### config.mk
export PLATFORM = sky130hd
export DESIGN_NAME = ezt_top
export DESIGN_NICKNAME = d
export VERILOG_FILES = /design/src/hw/ezt_pkg.sv /design/src/hw/ezt_fadd.sv /design/src/hw/ezt_fmul.sv /design/src/hw/ezt_top.sv
export VERILOG_INCLUDE_DIRS = /design/src /design/src/hw
export SDC_FILE = /design/constraint.sdc
export NUM_CORES = 2
export LEC_CHECK = 0
export BUFFER_PORTS_ARGS = -buffer_cell sky130_fd_sc_hd__buf_2
export CORE_UTILIZATION = 35
export CTS_CLUSTER_SIZE = 10
export DETAILED_ROUTE_END_ITERATION = 8
export GPL_TIMING_DRIVEN = 0
export PLACE_DENSITY = 0.55
export SETUP_SLACK_MARGIN = 0.2
export SLEW_MARGIN = 20
export SYNTH_ARGS = -nofsm -noshare
export SYNTH_HDL_FRONTEND = slang
export SYNTH_HIERARCHICAL = 1
export SYNTH_SLANG_ARGS = --single-unit
export TNS_END_PERCENT = 10
### constraint.sdc
create_clock -name clk -period 94.9 [get_ports clk]
set_clock_uncertainty 0.15 [all_clocks]
set_input_delay 0 -clock clk [delete_from_list [all_inputs] [get_ports clk]]
set_output_delay 0 -clock clk [all_outputs]
set_load 0.005 [all_outputs]
### src/hw/ezt_defs.svh
// Constants for the early depth/stencil stage
`ifndef EZT_DEFS_SVH
`define EZT_DEFS_SVH
// ****************************
// Register offsets (byte)
// ****************************
`define EZT_REG_CTRL   8'h00
`define EZT_REG_UNIT   8'h04
`define EZT_REG_CONST  8'h08
`define EZT_REG_SCALE  8'h0C
`define EZT_REG_CLAMP  8'h10
`define EZT_REG_STAT   8'h14
// ****************************
// Control field positions
// ****************************
`define EZT_C_BIAS_EN  0
`define EZT_C_LEGACY   1
`define EZT_C_FLOAT_Z  2
`define EZT_C_EARLY    3
`define EZT_C_STATS    4
`define EZT_C_KILL     5
`define EZT_C_ALPHA    6
`define EZT_C_CDEPTH   7
`define EZT_C_USESRC   8
`define EZT_C_ST       9
`define EZT_C_SW       10
`define EZT_C_DT       11
`define EZT_C_DW       12
`define EZT_C_NULL     13
`define EZT_CTRL_W     14
// ****************************
// Float32 constants
// ****************************
`define EZT_FP_ONE     32'h3F800000
`define EZT_FP_ZERO    32'h00000000
`define EZT_MANT_W     8'h17
`define EZT_EXP_BIAS   10'h07F
`define EZT_EXP_MAX    10'h0FF
`endif

### src/hw/ezt_pkg.sv
// Types shared by the early depth/stencil stage
package ezt_pkg;
  typedef enum logic [1:0] {
    ezt_mode_computed = 2'b00,
    ezt_mode_late_wr  = 2'b01,
    ezt_mode_early    = 2'b10
  } ezt_mode_t;

  typedef struct packed {
    logic        is_tri;
    logic [31:0] dzdx;
    logic [31:0] dzdy;
    logic [31:0] z;
    logic [31:0] max_z;
  } ezt_prim_t;

  typedef struct packed {
    logic [3:0] mask;
    logic [3:0] depth_fail;
    logic [3:0] stencil_fail;
  } ezt_ss_t;

  typedef struct packed {
    logic src_present;
    logic src_to_rt;
    logic dst_depth;
    logic dst_stencil;
    logic wo_alloc;
  } ezt_pay_t;
endpackage

### src/hw/ezt_fadd.sv
// Float32 adder, truncating, denormals flushed to zero
`timescale 1ns/1ns
`include "ezt_defs.svh"
module ezt_fadd (
  input  wire logic [31:0] a,
  input  wire logic [31:0] b,
  output logic      [31:0] s
);
  wire        swap = b[30:0] > a[30:0];
  wire [31:0] x    = swap ? b : a;
  wire [31:0] y    = swap ? a : b;
  wire [7:0]  dexp = x[30:23] - y[30:23];
  wire [24:0] mx   = (x[30:23] == 8'h00) ? 25'h0 : {2'b01, x[22:0]};
  wire [24:0] my0  = (y[30:23] == 8'h00) ? 25'h0 : {2'b01, y[22:0]};
  wire [24:0] my   = (dexp > 8'h18) ? 25'h0 : (my0 >> dexp);
  wire [24:0] mag  = (x[31] == y[31]) ? mx + my : mx - my;
  logic [4:0] lead;
  logic [9:0] e_n;
  logic [24:0] m_n;

  // Normalise on the leading one
  always_comb begin
    lead = 5'h00;
    for (int i = 0; i < 25; i++) begin
      if (mag[i]) begin
        lead = 5'(i);
      end
    end
    m_n = mag << (5'h18 - lead);
    e_n = {2'b00, x[30:23]} + {5'h00, lead} - 10'h017;
  end

  assign s = (mag == 25'h0)                ? 32'h00000000 :
             (e_n[9] || e_n == 10'h000)    ? {x[31], 31'h00000000} :
             (e_n >= `EZT_EXP_MAX)         ? {x[31], 8'hFF, 23'h000000} :
             {x[31], e_n[7:0], m_n[23:1]};
endmodule

### src/hw/ezt_fmul.sv
// Float32 multiplier, truncating, denormals flushed to zero
`timescale 1ns/1ns
`include "ezt_defs.svh"
module ezt_fmul (
  input  wire logic [31:0] a,
  input  wire logic [31:0] b,
  output logic      [31:0] p
);
  wire        zero_in = (a[30:23] == 8'h00) || (b[30:23] == 8'h00);
  wire [47:0] prod    = {1'b1, a[22:0]} * {1'b1, b[22:0]};
  wire [9:0]  exp_raw = {2'b00, a[30:23]} + {2'b00, b[30:23]}
                        - `EZT_EXP_BIAS + {9'h000, prod[47]};
  wire [22:0] frac    = prod[47] ? prod[46:24] : prod[45:23];
  wire        sgn     = a[31] ^ b[31];

  // Underflow flushes; overflow saturates to infinity
  assign p = zero_in                      ? {sgn, 31'h00000000} :
             (exp_raw[9] || exp_raw == 10'h000) ? {sgn, 31'h00000000} :
             (exp_raw >= `EZT_EXP_MAX)    ? {sgn, 8'hFF, 23'h000000} :
             {sgn, exp_raw[7:0], frac};
endmodule

### src/hw/ezt_top.sv
// Early depth/stencil stage: depth bias, mode select, subspan culling
`timescale 1ns/1ns
`include "ezt_defs.svh"
// Functional notes
// - Depth bias applies to triangles only, never points or lines.
// - Max depth slope is the larger absolute x or y depth derivative.
// - Integer or absent depth buffer uses unit term; legacy forces 1.0.
// - Float depth scales constant by 2^(max z exponent - 23).
// - Float depth with legacy bit leaves the constant unscaled.
// - Positive clamp caps bias, negative floors it, zero leaves it.
// - No clamping of the biased depth at this stage.
// - One bias per primitive, all in float32 arithmetic.
// - Early discard only where the pixel cannot affect any buffer.
// - Partly killed subspan loses mask bits; fully killed is not dispatched.
// - Shader may discard: no early depth or stencil writes.
// - Shader writes depth: interpolated depth decides nothing.
// - Shader reads source depth: payload always carries it.
// - Computed mode tests and writes after shading; nothing killed early.
// - Depth fail does not kill outside early mode when a stencil write is indicated.
// - Late-write mode tests early, writes late, kills stencil fails.
// - Stencil writes turn late-write cases into computed mode.
// - Early mode does all depth/stencil before shading.
// - Null depth surface forces depth test, stencil test, depth write off.
// - Stencil write enable is gated by the qualified stencil test.
// - Statistics with kill and early mode force late-write and write-only.
// - In that override without shader depth, source depth goes in payload.
// - Source depth present whenever the shader reads it.
module ezt_top
  import ezt_pkg::*;
#(
  parameter int ADDR_W = 8
) (
  input  wire logic              clk,
  input  wire logic              rst,
  input  wire logic              ce,
  // APB slave
  input  wire logic              psel,
  input  wire logic              penable,
  input  wire logic              pwrite,
  input  wire logic [ADDR_W-1:0] paddr,
  input  wire logic [31:0]       pwdata,
  output logic                   pready,
  output logic      [31:0]       prdata,
  output logic                   pslverr,
  // Primitive setup
  input  wire logic              prim_valid,
  input  wire ezt_pkg::ezt_prim_t prim,
  output logic                   bias_valid,
  output logic      [31:0]       bias,
  output logic      [31:0]       z_biased,
  // Subspans from the rasteriser with test results
  input  wire logic              ss_valid,
  input  wire ezt_pkg::ezt_ss_t  ss,
  output logic                   disp_valid,
  output logic      [3:0]        disp_mask,
  output logic      [3:0]        early_wr,
  output ezt_pkg::ezt_pay_t      pay,
  output ezt_pkg::ezt_mode_t     mode
);
  import ezt_pkg::*;

  if (ADDR_W < 5) begin : g_chk
    $error("ezt_top: ADDR_W too small for register map");
  end

  // ****************************
  // Float helper
  // ****************************
  function automatic logic fp_gt(input logic [31:0] a,
                                 input logic [31:0] b);
    logic r;
    r = 1'b0;
    if (!a[31] && !b[31]) begin
      r = a[30:0] > b[30:0];
    end else if (a[31] && b[31]) begin
      r = a[30:0] < b[30:0];
    end else if (!a[31]) begin
      r = (a[30:0] != 31'h0) || (b[30:0] != 31'h0);
    end
    return r;
  endfunction

  // ****************************
  // Registers
  // ****************************
  logic [`EZT_CTRL_W-1:0] ctrl_q;
  logic [31:0]            unit_q;
  logic [31:0]            const_q;
  logic [31:0]            scale_q;
  logic [31:0]            clamp_q;
  logic                   pready_q;
  logic [31:0]            prdata_q;
  logic                   pslverr_q;

  wire setup   = psel && !penable && !pready_q;
  wire wr_fire = psel && penable && pready_q && pwrite;
  wire [7:0] a8 = 8'(paddr);
  wire hit_ctrl  = a8 == `EZT_REG_CTRL;
  wire hit_unit  = a8 == `EZT_REG_UNIT;
  wire hit_const = a8 == `EZT_REG_CONST;
  wire hit_scale = a8 == `EZT_REG_SCALE;
  wire hit_clamp = a8 == `EZT_REG_CLAMP;
  wire hit_stat  = a8 == `EZT_REG_STAT;
  wire mapped = hit_ctrl || hit_unit || hit_const || hit_scale
                || hit_clamp || hit_stat;

  // ****************************
  // Mode selection
  // ****************************
  wire null_z = ctrl_q[`EZT_C_NULL];
  wire st  = ctrl_q[`EZT_C_ST] && !null_z;
  wire dt  = ctrl_q[`EZT_C_DT] && !null_z;
  wire dw  = ctrl_q[`EZT_C_DW] && !null_z;
  wire sw  = ctrl_q[`EZT_C_SW] && st;
  wire cd  = ctrl_q[`EZT_C_CDEPTH];
  wire kil = ctrl_q[`EZT_C_KILL] || ctrl_q[`EZT_C_ALPHA];
  wire early_en = ctrl_q[`EZT_C_EARLY];
  wire stats    = ctrl_q[`EZT_C_STATS];
  wire use_src  = ctrl_q[`EZT_C_USESRC];

  // Early-enabled table reduced to equations
  wire sw_early = !kil && (!cd || (!dt && !dw));
  wire en_early = sw ? sw_early :
                  (!dt && !dw) ? 1'b1 :
                  (!dt) ? !(cd || kil) :
                  !cd && !(kil && dw);
  wire en_comp  = sw || (dt && cd);
  wire dis_early = !st && !dt && !dw && !cd;
  wire tab_early = early_en ? en_early : dis_early;
  wire tab_comp  = early_en ? (!en_early && en_comp) : !dis_early;
  wire ovr = stats && kil && tab_early;

  ezt_mode_t mode_w;
  assign mode_w = ovr       ? ezt_mode_late_wr :
                  tab_early ? ezt_mode_early :
                  tab_comp  ? ezt_mode_computed :
                  ezt_mode_late_wr;

  wire is_p = mode_w == ezt_mode_early;
  wire is_c = mode_w == ezt_mode_computed;
  wire is_n = mode_w == ezt_mode_late_wr;

  ezt_pay_t pay_w;
  assign pay_w.src_present = use_src
                             || (ovr && !cd)
                             || (!is_p && !cd && (dt || dw));
  assign pay_w.src_to_rt   = ovr || (!is_p && (cd || dt || dw));
  assign pay_w.dst_depth   = is_c && dt;
  assign pay_w.dst_stencil = !is_p && st;
  assign pay_w.wo_alloc    = ovr;

  // ****************************
  // Pixel kill
  // ****************************
  // Computed mode kills nothing; the shader result is still unknown
  wire [3:0] dfail = dt && !cd ? ss.depth_fail : 4'h0;
  wire [3:0] sfail = st ? ss.stencil_fail : 4'h0;
  wire [3:0] kill_p = dfail | sfail;
  wire [3:0] kill_n = sw ? 4'h0 : (dfail | sfail);
  wire [3:0] kill_w = is_p ? kill_p :
                      is_n ? kill_n : 4'h0;
  wire [3:0] live_w = ss.mask & ~kill_w;
  wire       wr_ok  = is_p && !kil && (dw || sw);

  // ****************************
  // Depth bias datapath
  // ****************************
  wire [31:0] adzdx = {1'b0, prim.dzdx[30:0]};
  wire [31:0] adzdy = {1'b0, prim.dzdy[30:0]};
  wire [31:0] slope = (adzdx[30:0] > adzdy[30:0]) ? adzdx : adzdy;
  wire [7:0]  mz_e  = prim.max_z[30:23];
  wire [31:0] pow2  = (mz_e > `EZT_MANT_W)
                      ? {1'b0, 8'(mz_e - `EZT_MANT_W), 23'h000000}
                      : `EZT_FP_ZERO;
  wire [31:0] unit_w = ctrl_q[`EZT_C_LEGACY] ? `EZT_FP_ONE :
                       ctrl_q[`EZT_C_FLOAT_Z] ? pow2 : unit_q;
  logic [31:0] m_const;
  logic [31:0] m_slope;
  logic [31:0] raw_bias;
  logic [31:0] z_sum;

  ezt_fmul u_mul_const (
    .a (const_q),
    .b (unit_w),
    .p (m_const)
  );
  ezt_fmul u_mul_slope (
    .a (scale_q),
    .b (slope),
    .p (m_slope)
  );
  ezt_fadd u_add_bias (
    .a (m_const),
    .b (m_slope),
    .s (raw_bias)
  );

  wire clamp_pos = !clamp_q[31] && (clamp_q[30:0] != 31'h0);
  wire clamp_neg = clamp_q[31] && (clamp_q[30:0] != 31'h0);
  wire [31:0] clamped =
    (clamp_pos && fp_gt(raw_bias, clamp_q)) ? clamp_q :
    (clamp_neg && fp_gt(clamp_q, raw_bias)) ? clamp_q :
    raw_bias;
  wire apply = prim.is_tri && ctrl_q[`EZT_C_BIAS_EN];
  wire [31:0] bias_w = apply ? clamped : `EZT_FP_ZERO;

  // Result not clamped to [0,1]; that happens after interpolation
  ezt_fadd u_add_z (
    .a (prim.z),
    .b (bias_w),
    .s (z_sum)
  );

  // ****************************
  // APB slave
  // ****************************
  // Zero wait states: decoded in setup, answered in the access cycle
  always_ff @(posedge clk) begin
    if (rst) begin
      pready_q  <= 1'b0;
      prdata_q  <= 32'h00000000;
      pslverr_q <= 1'b0;
    end else if (ce) begin
      pready_q  <= setup;
      pslverr_q <= setup && !mapped;
      prdata_q  <= !setup || pwrite ? 32'h00000000 :
                   hit_ctrl  ? {18'h00000, ctrl_q} :
                   hit_unit  ? unit_q :
                   hit_const ? const_q :
                   hit_scale ? scale_q :
                   hit_clamp ? clamp_q :
                   hit_stat  ? {25'h0000000, pay_w, mode_w} :
                   32'h00000000;
    end
  end

  always_ff @(posedge clk) begin
    if (rst) begin
      ctrl_q  <= '0;
      unit_q  <= `EZT_FP_ZERO;
      const_q <= `EZT_FP_ZERO;
      scale_q <= `EZT_FP_ZERO;
      clamp_q <= `EZT_FP_ZERO;
    end else if (ce && wr_fire) begin
      if (hit_ctrl)  ctrl_q  <= pwdata[`EZT_CTRL_W-1:0];
      if (hit_unit)  unit_q  <= pwdata;
      if (hit_const) const_q <= pwdata;
      if (hit_scale) scale_q <= pwdata;
      if (hit_clamp) clamp_q <= pwdata;
    end
  end

  // ****************************
  // Output stages
  // ****************************
  always_ff @(posedge clk) begin
    if (rst) begin
      bias_valid <= 1'b0;
      bias       <= `EZT_FP_ZERO;
      z_biased   <= `EZT_FP_ZERO;
    end else if (ce) begin
      bias_valid <= prim_valid;
      if (prim_valid) begin
        bias     <= bias_w;
        z_biased <= z_sum;
      end
    end
  end

  always_ff @(posedge clk) begin
    if (rst) begin
      disp_valid <= 1'b0;
      disp_mask  <= 4'h0;
      early_wr   <= 4'h0;
      pay        <= '0;
      mode       <= ezt_mode_computed;
    end else if (ce) begin
      disp_valid <= ss_valid && (live_w != 4'h0);
      disp_mask  <= ss_valid ? live_w : 4'h0;
      early_wr   <= ss_valid && wr_ok ? live_w : 4'h0;
      pay        <= pay_w;
      mode       <= mode_w;
    end
  end

  assign pready  = pready_q;
  assign prdata  = prdata_q;
  assign pslverr = pslverr_q;

  // ****************************
  // Assertions
  // ****************************
  property p_no_bias_nontri;
    @(posedge clk) disable iff (rst)
      ce && prim_valid && !prim.is_tri |=> bias == `EZT_FP_ZERO;
  endproperty
  a_no_bias_nontri: assert property (p_no_bias_nontri)
    else $error("bias applied to non-triangle");

  property p_null_surface;
    @(posedge clk) disable iff (rst)
      ce && null_z |=> early_wr == 4'h0 && !pay.dst_depth
                       && !pay.dst_stencil;
  endproperty
  a_null_surface: assert property (p_null_surface)
    else $error("tests active with null depth surface");

  property p_sw_qual;
    @(posedge clk) disable iff (rst)
      ce && ss_valid && !st && !dw |=> early_wr == 4'h0;
  endproperty
  a_sw_qual: assert property (p_sw_qual)
    else $error("stencil write without stencil test");

  property p_empty_drop;
    @(posedge clk) disable iff (rst)
      ce && ss_valid && ((ss.mask & ~kill_w) == 4'h0) |=> !disp_valid;
  endproperty
  a_empty_drop: assert property (p_empty_drop)
    else $error("empty subspan dispatched");

  property p_comp_no_kill;
    @(posedge clk) disable iff (rst)
      ce && ss_valid && is_c |=> disp_mask == $past(ss.mask);
  endproperty
  a_comp_no_kill: assert property (p_comp_no_kill)
    else $error("pixel killed early in computed mode");

  property p_stats_ovr;
    @(posedge clk) disable iff (rst)
      ce && stats && kil && tab_early |=> mode == ezt_mode_late_wr
                                          && pay.wo_alloc && pay.src_to_rt;
  endproperty
  a_stats_ovr: assert property (p_stats_ovr)
    else $error("statistics override missing");

  property p_src_present;
    @(posedge clk) disable iff (rst)
      ce && (use_src || (ovr && !cd)) |=> pay.src_present;
  endproperty
  a_src_present: assert property (p_src_present)
    else $error("source depth not flagged present");

  property p_clamp_cap;
    @(posedge clk) disable iff (rst)
      ce && prim_valid && clamp_pos ##1 bias_valid
        |-> !fp_gt(bias, clamp_q);
  endproperty
  a_clamp_cap: assert property (p_clamp_cap)
    else $error("bias above positive clamp");

  property p_no_early_wr_kill;
    @(posedge clk) disable iff (rst)
      ce && kil |=> early_wr == 4'h0;
  endproperty
  a_no_early_wr_kill: assert property (p_no_early_wr_kill)
    else $error("early write while shader may discard");

  property p_stencil_keep;
    @(posedge clk) disable iff (rst)
      ce && ss_valid && sw && !is_p |=> disp_mask == $past(ss.mask);
  endproperty
  a_stencil_keep: assert property (p_stencil_keep)
    else $error("pixel killed with stencil write pending");
endmodule
* Yosys cells after proc, flatten, opt, wreduce, memory -nomap -nowiden
Cells that the tools add are included.
** Word-level totals
- Output and inout port bits :: 115
- Word-level logic and storage cells :: 288
- Bits in registers :: 257
- Bits of input ports :: 189
** Cells by class
- Add/sub/neg operators :: 19
- Shift-type cells :: 4
- Reductions and logical operators :: 106
- Multipliers :: 2
- Equal/unequal tests :: 9
- Bitwise logic cells :: 5
- Multiplexer cells :: 109
- Magnitude comparators :: 14
** Operators by type and width (count)
- $mux 32 :: 17
- $mux 31 :: 12
- $gt 31x31->1 :: 5
- $mux 25 :: 4
- $mul 24x24->48 :: 2
- $mux 24 :: 4
- $mux 4 :: 23
- $mux 5 :: 18
- $logic_not 8->1 :: 9
- $lt 31x31->1 :: 2
- $reduce_bool 31->1 :: 2
- $add 25x25->25 :: 2
- $logic_not 25->1 :: 2
- $shl 25x5->24 :: 2
- $shr 25x8->25 :: 2
- $sub 25x25->25 :: 2
- $mux 23 :: 2
- $ge 10x8->1 const B :: 4
- $logic_and 1x1->1 :: 40
- $logic_not 10->1 :: 4
- $gt 8x5->1 const B :: 3
- $logic_or 1x1->1 :: 24
- $mux 3 :: 8
- $add 10x1->10 :: 2
- other kinds (25) :: 73

* Logic depth before layout (Yosys ltp)
- Depth in word-level cells :: 96
- Mapped depth :: 189
- Gate-level depth less buffers :: 167

* By module
Netlist, hierarchy kept.
** Modules (own cells, without submodules)
- ezt_fmul (u_mul_const) :: instances 1, seq. area each 0.0 um^2, area each 19632.6 um^2, cells an instance 2294
- ezt_fmul (u_mul_slope) :: instances 1, seq. area each 0.0 um^2, area each 19368.6 um^2, cells an instance 2233
- ezt_fadd :: instances 2, seq. area each 0.0 um^2, area each 7776.2 um^2, cells an instance 1089
- ezt_top :: instances 1, seq. area each 5144.9 um^2, area each 13658.1 um^2, cells an instance 1829

* Worst setup path after synthesis
OpenSTA, ideal clock, no wires.
- Path kind :: input -> register
- Start :: in prim[78] in the netlist's numbering
- End :: reg z_biased[7]
- Cell stages on the path :: 170
- Library setup time :: 70 ps
- Required time :: 94680 ps
- Buffers on the path :: 18
- Arrival time :: 34832 ps
- Setup slack :: 59847 ps
- Cell sequence :: inv_1 ha_1 nand4_1 nor3_1 o211ai_1 a31o_2 a31oi_1 buf_2 mux2_2 clkbuf_1 and2_1 fa_1 fa_1 inv_1 fa_1 inv_1 fa_1 inv_1 [134 not listed] ha_1 ha_1 a21o_1 a21oi_1 o21bai_1 a21oi_1 inv_1 a21oi_1 o21bai_1 xor2_1 nor2_1 a211o_1 clkbuf_1 nor2_2 nand2_1 nor3b_1 nand2_1 a21oi_1
** Between the ends
- Elaborated cells on any way between the ends :: 135
- Those cells by class :: add/sub (15); mul (1); order compare (12); eq/ne (2); shift (4); mux (80); reduce/logical (21)
** RTL lines
- start, declared :: line ezt_top.sv:47 : input wire ezt_pkg::ezt_prim_t prim,
- $gt 31x31->1 * :: line ezt_top.sv:170 : wire [31:0] slope = (adzdx[30:0] > adzdy[30:0]) ? adzdx : adzdy;
- $mux 31 * :: line ezt_top.sv:170
- net slope[0] :: line ezt_top.sv:170
- $mul 24x24->48 * :: line ezt_fmul.sv:10 : wire [47:0] prod = {1'b1, a[22:0]} * {1'b1, b[22:0]};
- $add 10x1->10 :: line ezt_fmul.sv:11 : wire [9:0] exp_raw = {2'b00, a[30:23]} + {2'b00, b[30:23]}
- $ge 10x8->1 (no source line) / $logic_not 10->1 (equally long branches)
- $mux 31 / $logic_or 1x1->1 (equally long branches) :: line ezt_fmul.sv:19, ezt_fmul.sv:18
- $mux 31 * :: line ezt_fmul.sv:18 : (exp_raw[9] || exp_raw == 10'h000) ? {sgn, 31'h00000000} :
- [1 not listed]
- net m_slope[21] :: line ezt_top.sv:178 : logic [31:0] m_slope;
- [38 not listed]
- net raw_bias[20] :: line ezt_top.sv:179 : logic [31:0] raw_bias;
- parallel branches: the longest is 7 deep, another holds $lt 31x31->1
- $mux 32 * :: line ezt_top.sv:201 : (clamp_pos && fp_gt(raw_bias, clamp_q)) ? clamp_q :
- $mux 32 (no source line) *
- net bias_w[21] :: line ezt_top.sv:205 : wire [31:0] bias_w = apply ? clamped : `EZT_FP_ZERO;
- parallel branches: the longest is 37 deep, another holds $gt 31x31->1
- $mux 32 * :: line ezt_fadd.sv:33 : assign s = (mag == 25'h0) ? 32'h00000000 :
- net z_sum[7] :: line ezt_top.sv:180 : logic [31:0] z_sum;
- end signal, assigned :: line ezt_top.sv:260 : z_biased <= `EZT_FP_ZERO;
- end signal, assigned :: line ezt_top.sv:265 : z_biased <= z_sum;
- end, declared :: line ezt_top.sv:50 : output logic [31:0] z_biased,
Mark *: on every way through the listed nets, which the timed path passes.
A chain may end at the register's enable or synchronous reset.

* Final worst setup path
- Start :: in prim[94] in the netlist's numbering
- End :: reg z_biased[7]
The elaborated chain is that of the path after synthesis.

==> results_dict.tcl <==
set metrics [dict create \
    finalHoldViolCount 0 \
    fin_crit_sh_pct 49.1 \
    synthDistinctLibCells 130 \
    synth_area_um2 68200 \
    cts_setup_buffers 0 \
    final.setup.tns_ps 0 \
    cts_tree "done" \
    critPathLaunchType "primary input" \
    rsz0062_at_grt "no" \
    worstSetupPathType "primary input to flip-flop" \
    arrival_ps 46930 \
    critical_path.slowest_cell "nor3b_1" \
    die-area_um2 197000 \
    slew_headroom_pct 23.5 \
    nets 10600 \
    worst_slack_ps 48350 \
    first_iter_violations 6097 \
    synth_nets 10300 \
    crit_required_ps 95280 \
    cts.htree.levels 1 \
    globalplace.congestion 0.999 \
    vias 63900 \
    area_growth_pct 8.95 \
    use_met2_pct 43.9 \
    grt_pass1_wl_um 407000 \
    die_h_um 443 \
    rows 161 \
    dp_hpwl_um 229000 \
    synth_seq_cells 257 \
    period_needed_ps 46550 \
    clock_path_buffers 3 \
    slowest_delay_ps 840 \
    ys_warn_count 6 \
    p_per_area_nw_per_um2 4.05 \
    die_x_um 443 \
    final_cell_mix "nand2_1 (1,379), inv_1 (1,370), fa_1 (968), ha_1 (575), a21oi_1 (571)" \
    synth_flop_cell "dfxtp_1" \
    synth.top_cells.by_area "fa_1 (28%), ha_1 (11%), nand2_1 (7.6%), dfxtp_1 (7.5%), inv_1 (7.5%)" \
    drc 0 \
    io_buffer_count 275 \
    busiest_layer "met2" \
    fillerInstances 20200 \
    worst_pin_slew_ps 1140 \
    initial_core_util_pct 35.3 \
    drt_first_pass_iters 9 \
    overflow 0 \
    synth_top_area_share_pct 28.4 \
    grt_use_total_pct 27.1 \
    cts_root_buffer "clkbuf_16" \
    syn_area_per_cell_um2 7.99 \
    drive_above_1_share_pct 7.53 \
    min_path_type "primary input to flip-flop" \
    grt_max_degree 17 \
    end_kind "flip-flop" \
    worstSkewPairLatency_ps 600 \
    wirelength_um 272000 \
    wl_per_cell_um 23.7 \
    grt_pass1_vias 63800 \
    critPathMaxFanout 10 \
    async_flop_share_pct 0 \
    final_common_cell "nand2_1" \
    setup_viol 0 \
    ir_drop_v 0.0000153 \
    antenna_found_initial 25 \
    grtUsageMet3_pct 4.00 \
    synth_edf_count 0 \
    ant_nets 0 \
    drv_slew 0 \
    grt_use_met1_pct 36.1 \
    cts_hold_buf 66 \
    max_freq_mhz 21.5 \
    p_leak_nw 34.1 \
    vias_per_cell 5.58 \
    core_um2 193000 \
    ctsResizeCount 0 \
    cts_sinks 257 \
    place_ws_ps 49090 \
    ios 304 \
    synth_cells 8534 \
    maxCapViolCount 0 \
    synth_top_cell_by_area "fa_1" \
    outcome "finished, final reports clean" \
    critPathMostFrequentCell "inv_1" \
    seq_area_frac_synth_pct 7.54 \
    cts.clk_slew.worst_paths_ps 60 \
    cts_buffers 30 \
]
-- sequential cells by signal, summed over array words and instances (netlist names), 14 cells and up --
signal and cells:
bias 32, clamp_q 32, const_q 32, ctrl_q 14
prdata 32, scale_q 32, unit_q 32, z_biased 32
-- critical path: cells and delay by family --
kind	cells	cell delay (ps)
buffers and inverters	40	9710
muxes	4	1320
xor gates and xnor gates	7	2250
adders and majority gates	24	8200
AOI/OAI and AO/OA	53	14910
and+or+nand+nor	41	10320
-- metrics by stage --
stage / hold WS (ps) / std cells / power, mW / area, um2 / util (%)
finish: 92.5 / 11500 / 0.301 / 74300 / 38.5
global route: 99.4 / 11500 / 0.313 / 74300 / 38.5
floorplan: -14.0 / 8534 / 0.161 / 68200 / -
CTS: 41.9 / 11400 / 0.300 / 74200 / 38.5
detailed placement: 141 / 11300 / 0.195 / 72800 / 37.7
global placement: 134 / 11300 / 0.194 / 72700 / 37.7
-- path summary, 6_finish.rpt --
| kind | start | endpoint | slack [ps] | cells past startpoint |
|---|---|---|---|---|
| min reg2reg | z_biased[25] | z_biased[25] | 310 | 2 |
| max | prim[94] | z_biased[7] | 48350 | 169 |
| max reg2reg | ctrl_q[2] | z_biased[7] | 48500 | 167 |
| min | rst | disp_mask[3] | 90 | 3 |
-- power breakdown --
part	switching, mW	internal, mW
logic	0.0602	0.0273
clock network	0.0479	0.0560
registers	0.000650	0.109
-- logic make-up after synthesis --
| kind of cell | Yosys count | share of synthesized area (%) |
|---|---|---|
| other | 1 | 0.00550 |
| DFF | 257 | 7.54 |
| and+or+nand+nor | 2898 | 19.9 |
| muxes | 324 | 6.35 |
| buffers and inverters | 1830 | 10.6 |
| adders and majority gates | 1544 | 39.0 |
| AOI/OAI and AO/OA | 1499 | 14.3 |
| xor gates and xnor gates | 181 | 2.36 |
-- Yosys cell counts (all sizes together) (12+ instances only) --
| cell type | instances |
|---|---|
| nand2 | 1382 |
| inv | 1370 |
| fa | 968 |
| a21oi | 588 |
| ha | 575 |
| and2 | 489 |
| nor2 | 437 |
| clkbuf | 344 |
| dfxtp | 257 |
| o21ai | 240 |
| mux2i | 193 |
| nand3 | 135 |
| buf | 112 |
| xnor2 | 108 |
| nor3 | 104 |
| o211ai | 102 |
| nand4 | 90 |
| a21o | 75 |
| mux4 | 75 |
| xor2 | 73 |
| a211oi | 72 |
| a31oi | 66 |
| mux2 | 56 |
| nor2b | 42 |
| o21a | 42 |
| nor4 | 40 |
| and3 | 37 |
| nand2b | 37 |
| o21bai | 32 |
| a22oi | 24 |
| a2bb2oi | 24 |
| o22ai | 24 |
| or2 | 21 |
| a22o | 19 |
| o31ai | 16 |
| nand3b | 14 |
| o211a | 14 |
| or3 | 14 |
| o2111ai | 13 |
| a21boi | 12 |
| nor3b | 12 |
| o2bb2ai | 12 |
| or4 | 12 |
-- area by class of cell --
cell class	instances	area, um2	area share [%]
Clock buffer	31	754	1.02
Multi-Input combinational cell	6447	55900	75.2
Antenna cell	19	47.5	0.0640
Buffer	456	2080	2.80
Timing Repair Buffer	343	2050	2.76
Tap cell	2526	3160	4.25
Sequential cell	257	5140	6.92
Clock inverter	4	48.8	0.0657
Inverter	1374	5160	6.94
-- metal layers --
metal  vias to the layer above  share of wire [%]
li1                      28600                  -
met1                     32000                 41
met2                      2889                 46
met3                       508                8.3
met4                         4                4.9
met5                         -              0.012
Power figures use the tool's default switching activity.
